[src/pkg/irl_defs.svh]
// Offsets, field positions, reset values and fixed codes of the interrupt request logic.
`ifndef IRL_DEFS_SVH
`define IRL_DEFS_SVH

`define IRL_REG_CTRL      8'h0b
`define IRL_REG_PFLAG     8'h0c
`define IRL_REG_OPTION    8'h81
`define IRL_REG_PEN       8'h8c
`define IRL_REG_EVT_STAT  8'he0
`define IRL_REG_EVT_MASK  8'he1

`define IRL_CTRL_GIE      7
`define IRL_CTRL_PEIE     6
`define IRL_CTRL_TOV_EN   5
`define IRL_CTRL_EXT_EN   4
`define IRL_CTRL_PCH_EN   3
`define IRL_CTRL_TOV_FLAG 2
`define IRL_CTRL_EXT_FLAG 1
`define IRL_CTRL_PCH_FLAG 0
`define IRL_OPT_EDGE_SEL  6
`define IRL_PER_CMP_BIT   6
`define IRL_PER_MASK      8'h40

`define IRL_EVT_TAKEN     0
`define IRL_EVT_WAKE      1
`define IRL_EVT_NOP       2
`define IRL_EVT_MASK_ALL  8'h07

`define IRL_CTRL_RST      8'h00
`define IRL_OPTION_RST    8'hff
`define IRL_ZERO8         8'h00
`define IRL_TIMER_MAX     8'hff
`define IRL_TIMER_ZERO    8'h00
`define IRL_VECTOR        13'h0004
`define IRL_PC_ZERO       13'h0000

`endif

[src/pkg/irl_pkg.sv]
// Types shared by the interrupt request logic modules.
package irl_pkg;
    typedef enum logic [1:0] {IRL_Q1, IRL_Q2, IRL_Q3, IRL_Q4} irl_phase_t;
    typedef enum logic [1:0] {IRL_ST_RUN, IRL_ST_ENTRY} irl_state_t;
endpackage

[src/logic/irl_top.sv]
// Interrupt request logic: source flags, masking, entry sequencing and wake-up.
// Operation
// - Four request sources: edge pin, timer overflow, upper port nibble change, comparator.
// - Global enable at control bit 7 gates all requests; reset clears it.
// - Return-from-interrupt sets the global enable again.
// - Taking an interrupt clears global enable, pushes return address, vectors to 0004h.
// - Source flags set on events regardless of individual or global enables.
// - After global enable is cleared, next cycle forces a no-op; requests stay pending.
// - Pin and port-change latency to vector is three or four instruction cycles; here the vector loads 6 to 9 clocks after the event.
// - Edge pin uses option bit 6 for polarity and sets control bit 1.
// - Clearing control bit 4 disables the edge pin interrupt.
// - Enabled edge pin request wakes from sleep; global enable decides vectoring.
// - Timer rolling from FFh to 00h sets control bit 2; enable at bit 5.
// - Change on port bits 7 to 4 sets control bit 0, gated by own enable.
// - A change coinciding with a port read at Q2 may be lost.
// - Comparator flag lives in the peripheral flag register, enable in peripheral enable register.
// - Requests are sampled at Q1; the pin flag is set during Q4 or Q1.
// - Only the return address is pushed on entry; nothing else is saved.
// - Comparator wake sets peripheral flag bit 6; other wakes leave it.
`include "irl_defs.svh"

module irl_top
    import irl_pkg::*;
(
    input  wire logic        MCLK,             // System clock, 25 MHz.
    input  wire logic        SYS_RST,          // Synchronous reset, active high.
    input  wire logic        CE,               // Clock enable; low freezes all state.
    input  wire logic [7:0]  ADDR,             // Register address.
    input  wire logic [7:0]  WDATA,            // Register write data.
    input  wire logic        WR,               // Write strobe.
    input  wire logic        RD,               // Read strobe.
    output logic      [7:0]  RDATA,            // Read data, valid the cycle after RD.
    input  wire logic        EXT_IRQ_PIN,      // External interrupt pin.
    input  wire logic [7:0]  TIMER_COUNT,      // Timer count value.
    input  wire logic [3:0]  GPIO_BANK_TWO_HI, // Upper nibble of the port pins.
    input  wire logic        PORT_READ,        // Core reads the port this cycle.
    input  wire logic        CMP_OUT,          // Comparator output level.
    input  wire logic        RETURN_FROM_IRQ,  // Core executes the return-from-interrupt instruction.
    input  wire logic        SLEEP_ENTER,      // Core executes the sleep instruction.
    input  wire logic [12:0] RETURN_PC,        // Address to resume at after service.
    output logic             CORE_REQ,         // A source has flag and enable set.
    output logic             IRQ_ENTRY,        // Pulse: push STACK_DATA and insert the entry cycle.
    output logic      [12:0] STACK_DATA,       // Return address to push.
    output logic             VECTOR_LOAD,      // Pulse: load VECTOR_ADDR into the program counter.
    output logic      [12:0] VECTOR_ADDR,      // Interrupt vector.
    output logic             FORCE_NOP,        // Core executes a no-op this instruction cycle.
    output logic             SLEEPING,         // Core is asleep.
    output logic             WAKE,             // Pulse: leave sleep.
    output logic             Q1_PHASE,         // High in phase Q1.
    output logic             IRQ               // Level interrupt from the event status bits.
);
    irl_phase_t phase;
    irl_state_t state;
    irl_state_t next_state;

    logic [7:0]  ctrl;
    logic [7:0]  pflag;
    logic [7:0]  pen;
    logic [7:0]  option;
    logic [7:0]  evt_stat;
    logic [7:0]  evt_mask;
    logic [7:0]  next_ctrl;
    logic [7:0]  next_pflag;
    logic [7:0]  next_pen;
    logic [7:0]  next_option;
    logic [7:0]  next_evt_stat;
    logic [7:0]  next_evt_mask;
    logic [7:0]  next_rdata;

    logic [7:0]  timer_prev;
    logic [3:0]  port_latch;
    logic        port_primed;
    logic        ext_pending;
    logic        gie_hold;
    logic        nop_cycle;
    logic        sleeping;
    logic        entry_pulse;
    logic        vector_pulse;
    logic [12:0] stack_data;
    logic [12:0] vector_addr;
    logic [7:0]  next_timer_prev;
    logic [3:0]  next_port_latch;
    logic        next_port_primed;
    logic        next_ext_pending;
    logic        next_gie_hold;
    logic        next_nop_cycle;
    logic        next_sleeping;
    logic        next_entry_pulse;
    logic        next_vector_pulse;
    logic        next_wake;
    logic [12:0] next_stack_data;
    logic [12:0] next_vector_addr;

    logic        ext_rise;
    logic        ext_fall;
    logic        cmp_rise;
    logic        cmp_fall;
    logic        ext_edge;
    logic        tov_event;
    logic        pch_event;
    logic        cmp_event;
    logic        pending;
    logic        take;
    logic        wr_ctrl;
    logic        gie_cleared;
    logic        is_q1;
    logic        wake_now;

    function automatic logic hit(input logic [7:0] addr, input logic [7:0] offset);
        hit = (addr == offset);
    endfunction

    irl_phase_gen u_phase (
        .clk   (MCLK),
        .rst   (SYS_RST),
        .ce    (CE),
        .phase (phase)
    );

    irl_edge_det #(.W(1)) u_ext_edge (
        .clk  (MCLK),
        .rst  (SYS_RST),
        .ce   (CE),
        .din  (EXT_IRQ_PIN),
        .rise (ext_rise),
        .fall (ext_fall)
    );

    irl_edge_det #(.W(1)) u_cmp_edge (
        .clk  (MCLK),
        .rst  (SYS_RST),
        .ce   (CE),
        .din  (CMP_OUT),
        .rise (cmp_rise),
        .fall (cmp_fall)
    );

    // Source events, detected every clock whatever the enables say.
    always_comb
    begin
        is_q1     = (phase == IRL_Q1);
        ext_edge  = option[`IRL_OPT_EDGE_SEL] ? ext_rise : ext_fall;
        tov_event = (timer_prev == `IRL_TIMER_MAX) && (TIMER_COUNT == `IRL_TIMER_ZERO);
        // The mismatch is judged against the value the last port read latched, so a change that
        // lands in the same Q2 as a read is absorbed into the latch and never raises the flag.
        pch_event = port_primed && (GPIO_BANK_TWO_HI != port_latch)
                    && !(PORT_READ && (phase == IRL_Q2));
        cmp_event = cmp_rise | cmp_fall;
    end

    // Request and take decision.
    always_comb
    begin
        pending = (ctrl[`IRL_CTRL_EXT_FLAG] & ctrl[`IRL_CTRL_EXT_EN])
                | (ctrl[`IRL_CTRL_TOV_FLAG] & ctrl[`IRL_CTRL_TOV_EN])
                | (ctrl[`IRL_CTRL_PCH_FLAG] & ctrl[`IRL_CTRL_PCH_EN])
                | (ctrl[`IRL_CTRL_PEIE] & (|(pflag & pen)));
        // Sampled only at Q1; an entry runs one forced cycle then vectors, 6 to 9 clocks after the event.
        take    = is_q1 && (state == IRL_ST_RUN) && pending && ctrl[`IRL_CTRL_GIE]
                  && !gie_hold && !nop_cycle && !sleeping;
        wake_now = sleeping && pending;
        wr_ctrl  = WR && hit(ADDR, `IRL_REG_CTRL);
        gie_cleared = wr_ctrl && !WDATA[`IRL_CTRL_GIE] && ctrl[`IRL_CTRL_GIE];
    end

    // Register file: software writes first, then hardware sets and clears, so a hardware update beats a software write.
    always_comb
    begin
        next_ctrl     = ctrl;
        next_pflag    = pflag;
        next_pen      = pen;
        next_option   = option;
        next_evt_mask = evt_mask;
        next_evt_stat = evt_stat;
        next_rdata    = `IRL_ZERO8;
        if (wr_ctrl)
            next_ctrl = WDATA;
        if (WR && hit(ADDR, `IRL_REG_PFLAG))
            next_pflag = WDATA & `IRL_PER_MASK;
        if (WR && hit(ADDR, `IRL_REG_PEN))
            next_pen = WDATA & `IRL_PER_MASK;
        if (WR && hit(ADDR, `IRL_REG_OPTION))
            next_option = WDATA;
        if (WR && hit(ADDR, `IRL_REG_EVT_MASK))
            next_evt_mask = WDATA & `IRL_EVT_MASK_ALL;
        if (WR && hit(ADDR, `IRL_REG_EVT_STAT))
            next_evt_stat = evt_stat & ~WDATA;
        if (RETURN_FROM_IRQ)
            next_ctrl[`IRL_CTRL_GIE] = 1'b1;
        if (take)
            next_ctrl[`IRL_CTRL_GIE] = 1'b0;
        // The pin flag only lands in Q4 or Q1; an edge seen in Q2 or Q3 waits in ext_pending.
        if ((ext_pending || ext_edge) && (phase == IRL_Q4 || is_q1))
            next_ctrl[`IRL_CTRL_EXT_FLAG] = 1'b1;
        if (tov_event)
            next_ctrl[`IRL_CTRL_TOV_FLAG] = 1'b1;
        if (pch_event)
            next_ctrl[`IRL_CTRL_PCH_FLAG] = 1'b1;
        // A comparator change sets bit 6 awake or asleep; other wakes never touch it.
        if (cmp_event)
            next_pflag[`IRL_PER_CMP_BIT] = 1'b1;
        if (take)
            next_evt_stat[`IRL_EVT_TAKEN] = 1'b1;
        if (wake_now)
            next_evt_stat[`IRL_EVT_WAKE] = 1'b1;
        if (gie_hold && is_q1)
            next_evt_stat[`IRL_EVT_NOP] = 1'b1;
        if (RD)
        begin
            if (hit(ADDR, `IRL_REG_CTRL))
                next_rdata = ctrl;
            else if (hit(ADDR, `IRL_REG_PFLAG))
                next_rdata = pflag;
            else if (hit(ADDR, `IRL_REG_PEN))
                next_rdata = pen;
            else if (hit(ADDR, `IRL_REG_OPTION))
                next_rdata = option;
            else if (hit(ADDR, `IRL_REG_EVT_STAT))
                next_rdata = evt_stat;
            else if (hit(ADDR, `IRL_REG_EVT_MASK))
                next_rdata = evt_mask;
        end
    end

    always_ff @(posedge MCLK)
    begin
        if (SYS_RST)
        begin
            ctrl     <= `IRL_CTRL_RST;
            pflag    <= `IRL_ZERO8;
            pen      <= `IRL_ZERO8;
            option   <= `IRL_OPTION_RST;
            evt_stat <= `IRL_ZERO8;
            evt_mask <= `IRL_ZERO8;
            RDATA    <= `IRL_ZERO8;
        end
        else if (CE)
        begin
            ctrl     <= next_ctrl;
            pflag    <= next_pflag;
            pen      <= next_pen;
            option   <= next_option;
            evt_stat <= next_evt_stat;
            evt_mask <= next_evt_mask;
            RDATA    <= next_rdata;
        end
    end

    // Source tracking, entry sequence, no-op slot and sleep.
    always_comb
    begin
        next_timer_prev   = TIMER_COUNT;
        next_port_primed  = 1'b1;
        next_port_latch   = port_latch;
        if (!port_primed || (PORT_READ && phase == IRL_Q2))
            next_port_latch = GPIO_BANK_TWO_HI;
        next_ext_pending  = ext_pending;
        if (phase == IRL_Q4 || is_q1)
            next_ext_pending = 1'b0;
        else if (ext_edge)
            next_ext_pending = 1'b1;
        // Clearing the enable opens a one-cycle no-op slot; flags are untouched so requests wait.
        next_gie_hold  = gie_hold;
        next_nop_cycle = nop_cycle;
        if (is_q1)
        begin
            next_nop_cycle = gie_hold;
            next_gie_hold  = 1'b0;
        end
        if (gie_cleared)
            next_gie_hold = 1'b1;
        next_sleeping = sleeping;
        next_wake     = 1'b0;
        if (SLEEP_ENTER)
            next_sleeping = 1'b1;
        if (wake_now)
        begin
            next_sleeping = 1'b0;
            next_wake     = 1'b1;
        end
        next_state        = state;
        next_entry_pulse  = 1'b0;
        next_vector_pulse = 1'b0;
        next_stack_data   = stack_data;
        next_vector_addr  = vector_addr;
        unique case (state)
            IRL_ST_RUN:
            begin
                if (take)
                begin
                    next_state       = IRL_ST_ENTRY;
                    next_entry_pulse = 1'b1;
                    next_stack_data  = RETURN_PC;
                end
            end
            IRL_ST_ENTRY:
            begin
                if (is_q1)
                begin
                    next_state        = IRL_ST_RUN;
                    next_vector_pulse = 1'b1;
                    next_vector_addr  = `IRL_VECTOR;
                end
            end
        endcase
    end

    always_ff @(posedge MCLK)
    begin
        if (SYS_RST)
        begin
            timer_prev   <= `IRL_ZERO8;
            port_latch   <= '0;
            port_primed  <= 1'b0;
            ext_pending  <= 1'b0;
            gie_hold     <= 1'b0;
            nop_cycle    <= 1'b0;
            sleeping     <= 1'b0;
            WAKE         <= 1'b0;
            state        <= IRL_ST_RUN;
            entry_pulse  <= 1'b0;
            vector_pulse <= 1'b0;
            stack_data   <= `IRL_PC_ZERO;
            vector_addr  <= `IRL_PC_ZERO;
        end
        else if (CE)
        begin
            timer_prev   <= next_timer_prev;
            port_latch   <= next_port_latch;
            port_primed  <= next_port_primed;
            ext_pending  <= next_ext_pending;
            gie_hold     <= next_gie_hold;
            nop_cycle    <= next_nop_cycle;
            sleeping     <= next_sleeping;
            WAKE         <= next_wake;
            state        <= next_state;
            entry_pulse  <= next_entry_pulse;
            vector_pulse <= next_vector_pulse;
            stack_data   <= next_stack_data;
            vector_addr  <= next_vector_addr;
        end
    end

    always_comb
    begin
        CORE_REQ    = pending;
        IRQ_ENTRY   = entry_pulse;
        STACK_DATA  = stack_data;
        VECTOR_LOAD = vector_pulse;
        VECTOR_ADDR = vector_addr;
        FORCE_NOP   = nop_cycle;
        SLEEPING    = sleeping;
        Q1_PHASE    = is_q1;
        IRQ         = |(evt_stat & evt_mask);
    end
endmodule

[src/logic/irl_phase_gen.sv]
// Four-phase instruction cycle sequencer, one phase per enabled clock.
module irl_phase_gen
    import irl_pkg::*;
(
    input  wire logic       clk,    // System clock.
    input  wire logic       rst,    // Synchronous reset, active high.
    input  wire logic       ce,     // Clock enable.
    output irl_phase_t      phase   // Current phase.
);
    irl_phase_t next_phase;

    always_comb
    begin
        unique case (phase)
            IRL_Q1:  next_phase = IRL_Q2;
            IRL_Q2:  next_phase = IRL_Q3;
            IRL_Q3:  next_phase = IRL_Q4;
            IRL_Q4:  next_phase = IRL_Q1;
        endcase
    end

    always_ff @(posedge clk)
    begin
        if (rst)
            phase <= IRL_Q1;
        else if (ce)
            phase <= next_phase;
    end
endmodule

[src/logic/irl_edge_det.sv]
// Per-bit rising and falling edge detector, quiet until it has seen one sample after reset.
module irl_edge_det #(
    parameter int W = 1
) (
    input  wire logic         clk,   // System clock.
    input  wire logic         rst,   // Synchronous reset, active high.
    input  wire logic         ce,    // Clock enable.
    input  wire logic [W-1:0] din,   // Sampled levels.
    output logic      [W-1:0] rise,  // Rising edge this cycle.
    output logic      [W-1:0] fall   // Falling edge this cycle.
);
    logic [W-1:0] prev;
    logic         primed;
    logic [W-1:0] next_prev;
    logic         next_primed;

    always_comb
    begin
        next_prev   = din;
        next_primed = 1'b1;
        rise        = primed ? (din & ~prev) : '0;
        fall        = primed ? (~din & prev) : '0;
    end

    always_ff @(posedge clk)
    begin
        if (rst)
        begin
            prev   <= '0;
            primed <= 1'b0;
        end
        else if (ce)
        begin
            prev   <= next_prev;
            primed <= next_primed;
        end
    end
endmodule

[config.mk]
export PLATFORM = sky130hd
export DESIGN_NAME = irl_top
export DESIGN_NICKNAME = d
export VERILOG_FILES = /design/src/pkg/irl_pkg.sv /design/src/logic/irl_top.sv /design/src/logic/irl_phase_gen.sv /design/src/logic/irl_edge_det.sv
export VERILOG_INCLUDE_DIRS = /design/src /design/src/pkg
export SDC_FILE = /design/constraint.sdc
export NUM_CORES = 1
export LEC_CHECK = 0
export ABC_AREA = 0
export BUFFER_PORTS_ARGS = -buffer_cell sky130_fd_sc_hd__buf_2
export CORE_AREA = 3 3 101 128
export DETAILED_ROUTE_END_ITERATION = 7
export DIE_AREA = 0 0 104 131
export SYNTH_ARGS = -nofsm -noshare
export SYNTH_HDL_FRONTEND = slang
export SYNTH_SLANG_ARGS = --single-unit
[constraint.sdc]
create_clock -name MCLK -period 2.3 [get_ports MCLK]
set_input_delay 0.46 -clock MCLK [delete_from_list [all_inputs] [get_ports MCLK]]
set_output_delay 0.46 -clock MCLK [all_outputs]
set_load 0.05 [all_outputs]
Word level (Yosys, flattened, before mapping)
Index checks and enable logic that the tools add are counted.
{"block": "word_totals", "ff_bits": 77, "wordCells": 170, "input_bits": 51, "output_inout_bits": 42}
{"block": "classes", "n_mux": 39, "n_reduce_logical": 67, "n_eq_ne": 14, "n_bitwise": 20}
{"op": "$mux 8", "count": 7}
{"op": "$eq 8x8->1 const B", "count": 5}
{"op": "$reduce_and 2->1", "count": 18}
{"op": "$mux 1", "count": 25}
{"op": "$logic_and 1x1->1", "count": 21}
{"op": "$reduce_bool 2->1", "count": 10}
{"op": "$eq 8x4->1 const B", "count": 2}
{"op": "$reduce_or 8->1", "count": 2}
{"op": "$reduce_and 3->1", "count": 3}
{"op": "$and 1x1->1", "count": 8}
{"op": "$and 8x3->8", "count": 1}
{"op": "$and 8x8->8", "count": 1}
{"op": "$logic_not 8->1", "count": 1}
{"op": "$not 8->8", "count": 1}
{"op": "$pmux 2 s4", "count": 1}
{"op": "$and 7x7->7", "count": 1}
{"op": "$mux 7", "count": 1}
{"op": "$logic_not 1->1", "count": 6}
{"op": "$mux 3", "count": 2}
{"op": "$eq 2x1->1 const B", "count": 2}
{"op": "$eq 2x2->1 const B", "count": 2}
{"op": "$logic_not 2->1", "count": 2}
{"op": "$mux 2", "count": 2}
{"op": "$ne 2x2->1 const B", "count": 2}
{"op": "6 further kinds", "count": 14}

Longest topological paths before layout
{"block": "logic_depth", "ltp_word": 11, "ltp_mapped": 8, "mapped_depth_nobuf": 6}

Hierarchy
From an unflattened synthesis, not the netlist that was laid out.
{"block": "hier_totals", "hier_cells": 391, "hier_area_um2": 3609.7}
{"mod": "irl_top", "area_each_um2": 3353.2, "cells_per_inst": 362, "instances": 1, "seq_area_each_um2": 1441.4}
{"mod": "irl_edge_det", "area_each_um2": 77.6, "cells_per_inst": 9, "instances": 2, "seq_area_each_um2": 40.0}
{"mod": "irl_phase_gen", "area_each_um2": 101.3, "cells_per_inst": 11, "instances": 1, "seq_area_each_um2": 40.0}

Worst setup path before layout
OpenSTA, ideal clock, no wires.
{"block": "synth_timing", "path_kind": "register to register", "start": "register u_phase.phase[0]", "end": "register stack_data[10] (netlist: STACK_DATA[10])", "slack_ns": 0.254, "arrival_time_ns": 1.975, "n_path_buf": 2, "path_stages_with_launch": 9, "period_less_slack_ns": 2.046, "setup_time_ns": 0.070, "required_time_ns": 2.230, "cell_sequence": "dfxtp_1 -> inv_1 -> ha_1 -> and2_1 -> and3_1 -> clkbuf_1 -> clkbuf_1 -> nand3_1 -> a21oi_1"}
{"block": "synth_between", "elab_chain_cells": 8}
{"element": "start, declared", "line_no": "irl_phase_gen.sv:8", "source": "output irl_phase_t phase"}
{"element": "start signal, assigned", "line_no": "irl_phase_gen.sv:27", "source": "phase <= next_phase;"}
{"element": "$logic_not 2->1", "line_no": "irl_top.sv:141", "source": "is_q1 = (phase == IRL_Q1);"}
{"element": "net Q1_PHASE", "line_no": "irl_top.sv:49", "source": "output logic Q1_PHASE,"}
{"element": "$logic_and 1x1->1 (6 in a row)", "line_no": "irl_top.sv:159", "source": "take = is_q1 && (state == IRL_ST_RUN) && pending && ctrl[`IRL_CTRL_GIE]"}
{"element": "$reduce_and 3->1 (no source line)"}
{"element": "end signal, assigned", "line_no": "irl_top.sv:323", "source": "stack_data <= `IRL_PC_ZERO;"}
{"element": "end signal, assigned", "line_no": "irl_top.sv:339", "source": "stack_data <= next_stack_data;"}
{"element": "end, declared", "line_no": "irl_top.sv:79", "source": "logic [12:0] stack_data;"}
The timed path passes the listed nets, and every way through them passes these cells.
A chain may end at the register's enable or synchronous reset.

Worst setup path in the final report
{"block": "layout_timing", "start": "register ctrl[6]", "end": "output CORE_REQ"}
{"block": "layout_between", "elab_chain_cells": 2}
{"element": "start, declared", "line_no": "irl_top.sv:56", "source": "logic [7:0] ctrl;"}
{"element": "start signal, assigned", "line_no": "irl_top.sv:229", "source": "ctrl <= `IRL_CTRL_RST;"}
{"element": "start signal, assigned", "line_no": "irl_top.sv:239", "source": "ctrl <= next_ctrl;"}
{"element": "$and 1x1->1", "line_no": "irl_top.sv:157", "source": "| (ctrl[`IRL_CTRL_PEIE] & (|(pflag & pen)));"}
{"element": "$or 1x1->1", "line_no": "irl_top.sv:154", "source": "pending = (ctrl[`IRL_CTRL_EXT_FLAG] & ctrl[`IRL_CTRL_EXT_EN])"}
{"element": "end, declared", "line_no": "irl_top.sv:41", "source": "output logic CORE_REQ,"}
No other way between the ends.

==> key figures <==
Worst setup path
  • CP delay by family, top: simple AND/OR/NAND/NOR gates
  • Max stage delay on crit path: 0.58 ns
  • Worst setup EP type: output pin
  • CP Cell Sequence: nand3_1 -> and4_1 -> inv_1 -> buf_2
  • Element type at the critical path start: flop
  • CP Class: reg -> out
  • CP required: 1.84 ns
  • Worst Path Arrival: 1.69 ns
  • Slowest-stage cell, CP: and4_1
  • WP buf/inv: 2
  • Max FO, Critical Path: 16

Clocking
  • Total CTS buffers: 9
  • Root Driver: clkbuf_16
  • Clk slew on worst S/H paths: 0.06 ns
  • CTS Buffer Depth: 2
  • Post-CTS Resized: 0
  • # hold bufs at CTS: 0
  • Post-CTS setup buffer count: 0
  • Clock Latency Late Sink: 0.33 ns
  • Clk sinks: 76
  • CTS tree: yes
  • CTS H-tree depth: 3

Logic synthesis
  • Post-Syn Instances: 388
  • Post-synthesis sequential area ratio: 44.7%
  • Fraction of registers with async set/reset: 0%
  • Avg Cell Area, Syn: 8.76 um2
  • Largest area contributor in the netlist: dfxtp_1
  • Number of flops mapped to enable cells by yosys: 0
  • Synth Flop Type: dfxtp_1
  • Synth top cells by count: dfxtp_1, nand2_1, a21oi_1
  • Most frequent cell after synthesis: dfxtp_1
  • Synth top area cells: dfxtp_1, mux2i_1, a21oi_1
  • Number of synthesis warnings: 0
  • Synth unique cells: 59
  • Top-area cell type share of the netlist area: 44.7%
  • Yosys reg bits: 76
  • Post-Syn Area: 3400 um2

Route
  • Antenna viol nets, final: 0
  • Metal2 WL: 4.56 mm
  • Drt pass-1 iters: 5
  • Final wirelength: 9.39 mm
  • Top layer in use: met5
  • Initial DRC Count: 195
  • Drt drc: 0
  • Met1 wire length: 4.05 mm
  • Average routed wire per standard cell: 14.8 um
  • Via count: 3080
  • Via-to-Cell Ratio: 4.85
  • Detailed route wirelength on metal3: 613 um

Timing
  • Fmax achieved: 464 MHz
  • Slew headroom: 58.2%
  • Max Transition Viols Final: 0
  • Setup TNS: 0 ns
  • Final hold vios: 0
  • Min cycle time layout: 2.15 ns
  • # setup viols final: 0
  • RSZ-0062 raised after global routing: false
  • Final worst path period share: 93.6%
  • Skew final: 0.00785 ns
  • Worst Max-Slew Pin Slew: 0.627 ns

Run
  • Max-cap viol count: 0

Pwr
  • Pleak: 0.00178 uW
  • Power per cell area: 781 nW/um2
  • Worst IR drop on VDD: 0.362 mV
  • PnR Total Power: 3370 uW

Layout
  • Area Overhead vs Synth: 26.7%
  • Share of cells above drive strength 1: 23.6%
  • Utilization after layout: 36.1%
  • Total Nets Final: 521
  • Antenna Cells: 0
  • Non-Filler Cell Area, Final: 4310 um2

Global route
  • Initial antenna violation count: 2
  • Total track usage: 14.1%
  • Vias in the first global route: 3028
  • Congestion Overflow GR: 0
  • Pin count of the biggest net entering global routing: 59
  • First-pass GRT wire length: 15.2 mm

Die
  • # rows: 45
  • IO Pins: 93
  • Die height: 131 um
  • Die area: 13600 um2
  • Core area: 11900 um2
  • Die width: 104 um
  • Initial Util: 28.5%

Placement
  • Dpl cell area: 3950 um2
  • RePlAce Congestion: 0.798
  • Hpwl dp: 6.92 mm
  • Port bufs: 80

Worst hold path
  • Hold WC Path Type: in -> reg

Run status
  • Status: completed
[cell type report]
class,instances,area (um2)
repair buffers,89,468
fillers,1265,7630
flip-flops and latches,76,1520
multi-input cells,278,1710
clock buffers,10,229
inverters,12,45.0
well taps,164,205
clock inverters,6,136
[per-stage QoR]
step | setup WS, ns | std cells | hold WS [ns]
global placement | 0.137 | 619 | 0.415
global route | 0.0370 | 635 | 0.349
floorplan | 0.254 | 399 | 0.408
detailed placement | 0.120 | 619 | 0.417
finish | 0.147 | 635 | 0.344
CTS | 0.118 | 635 | 0.326
[report_power, final]
group	leakage, uW	switching, uW	internal (uW)
Clock	0.000173	556	1170
Sequential	0.000616	17.5	1340
Combinational	0.000991	190	89.7
Total	0.00178	764	2600
[routing by layer]
metal,up-vias,track usage (%)
li1,1523,-
met4,4,5.71
met1,1440,16.4
met5,-,0
met3,16,3.93
met2,97,24.7
[registers in the layout, indices dropped and copies added (netlist names), 2 cells and up]
name and count:
port_latch 4, u_phase.phase 2, evt_stat 8, STACK_DATA 13, ctrl 8, RDATA 8, option 8, evt_mask 3
timer_prev 8
[kinds of logic after synthesis]
family | Yosys count | synth area share, %
muxes | 27 | 7.95
and+or+nand+nor | 136 | 21.0
buffers and inverters | 45 | 6.33
adders and majority gates | 4 | 1.47
other | 1 | 0.110
xor gates and xnor gates | 5 | 1.29
AOI/OAI and AO/OA | 94 | 17.1
DFF | 76 | 44.7
[layout by cell type (no fill, tap or decap), drive strengths merged, types with 6 or more instances in the layout]
| master | instances |
|---|---|
| a21oi | 39 |
| buf | 89 |
| clkbuf | 10 |
| conb | 12 |
| dfxtp | 76 |
| inv | 11 |
| mux2i | 27 |
| nand2 | 46 |
| nand3 | 23 |
| nor2 | 29 |
| nor3 | 6 |
| o21ai | 23 |
[worst paths after layout]
kind	cells after the start	endpoint	slack, ns	from
setup / recovery	4	CORE_REQ	0.15	ctrl[6]
hold / removal	2	evt_stat[3]	0.34	WDATA[3]
setup reg to reg	6	IRQ_ENTRY	0.48	u_phase.phase[0]
hold reg to reg	2	evt_stat[3]	0.43	evt_stat[3]
Note: power is estimated with default switching activity, not from simulation.
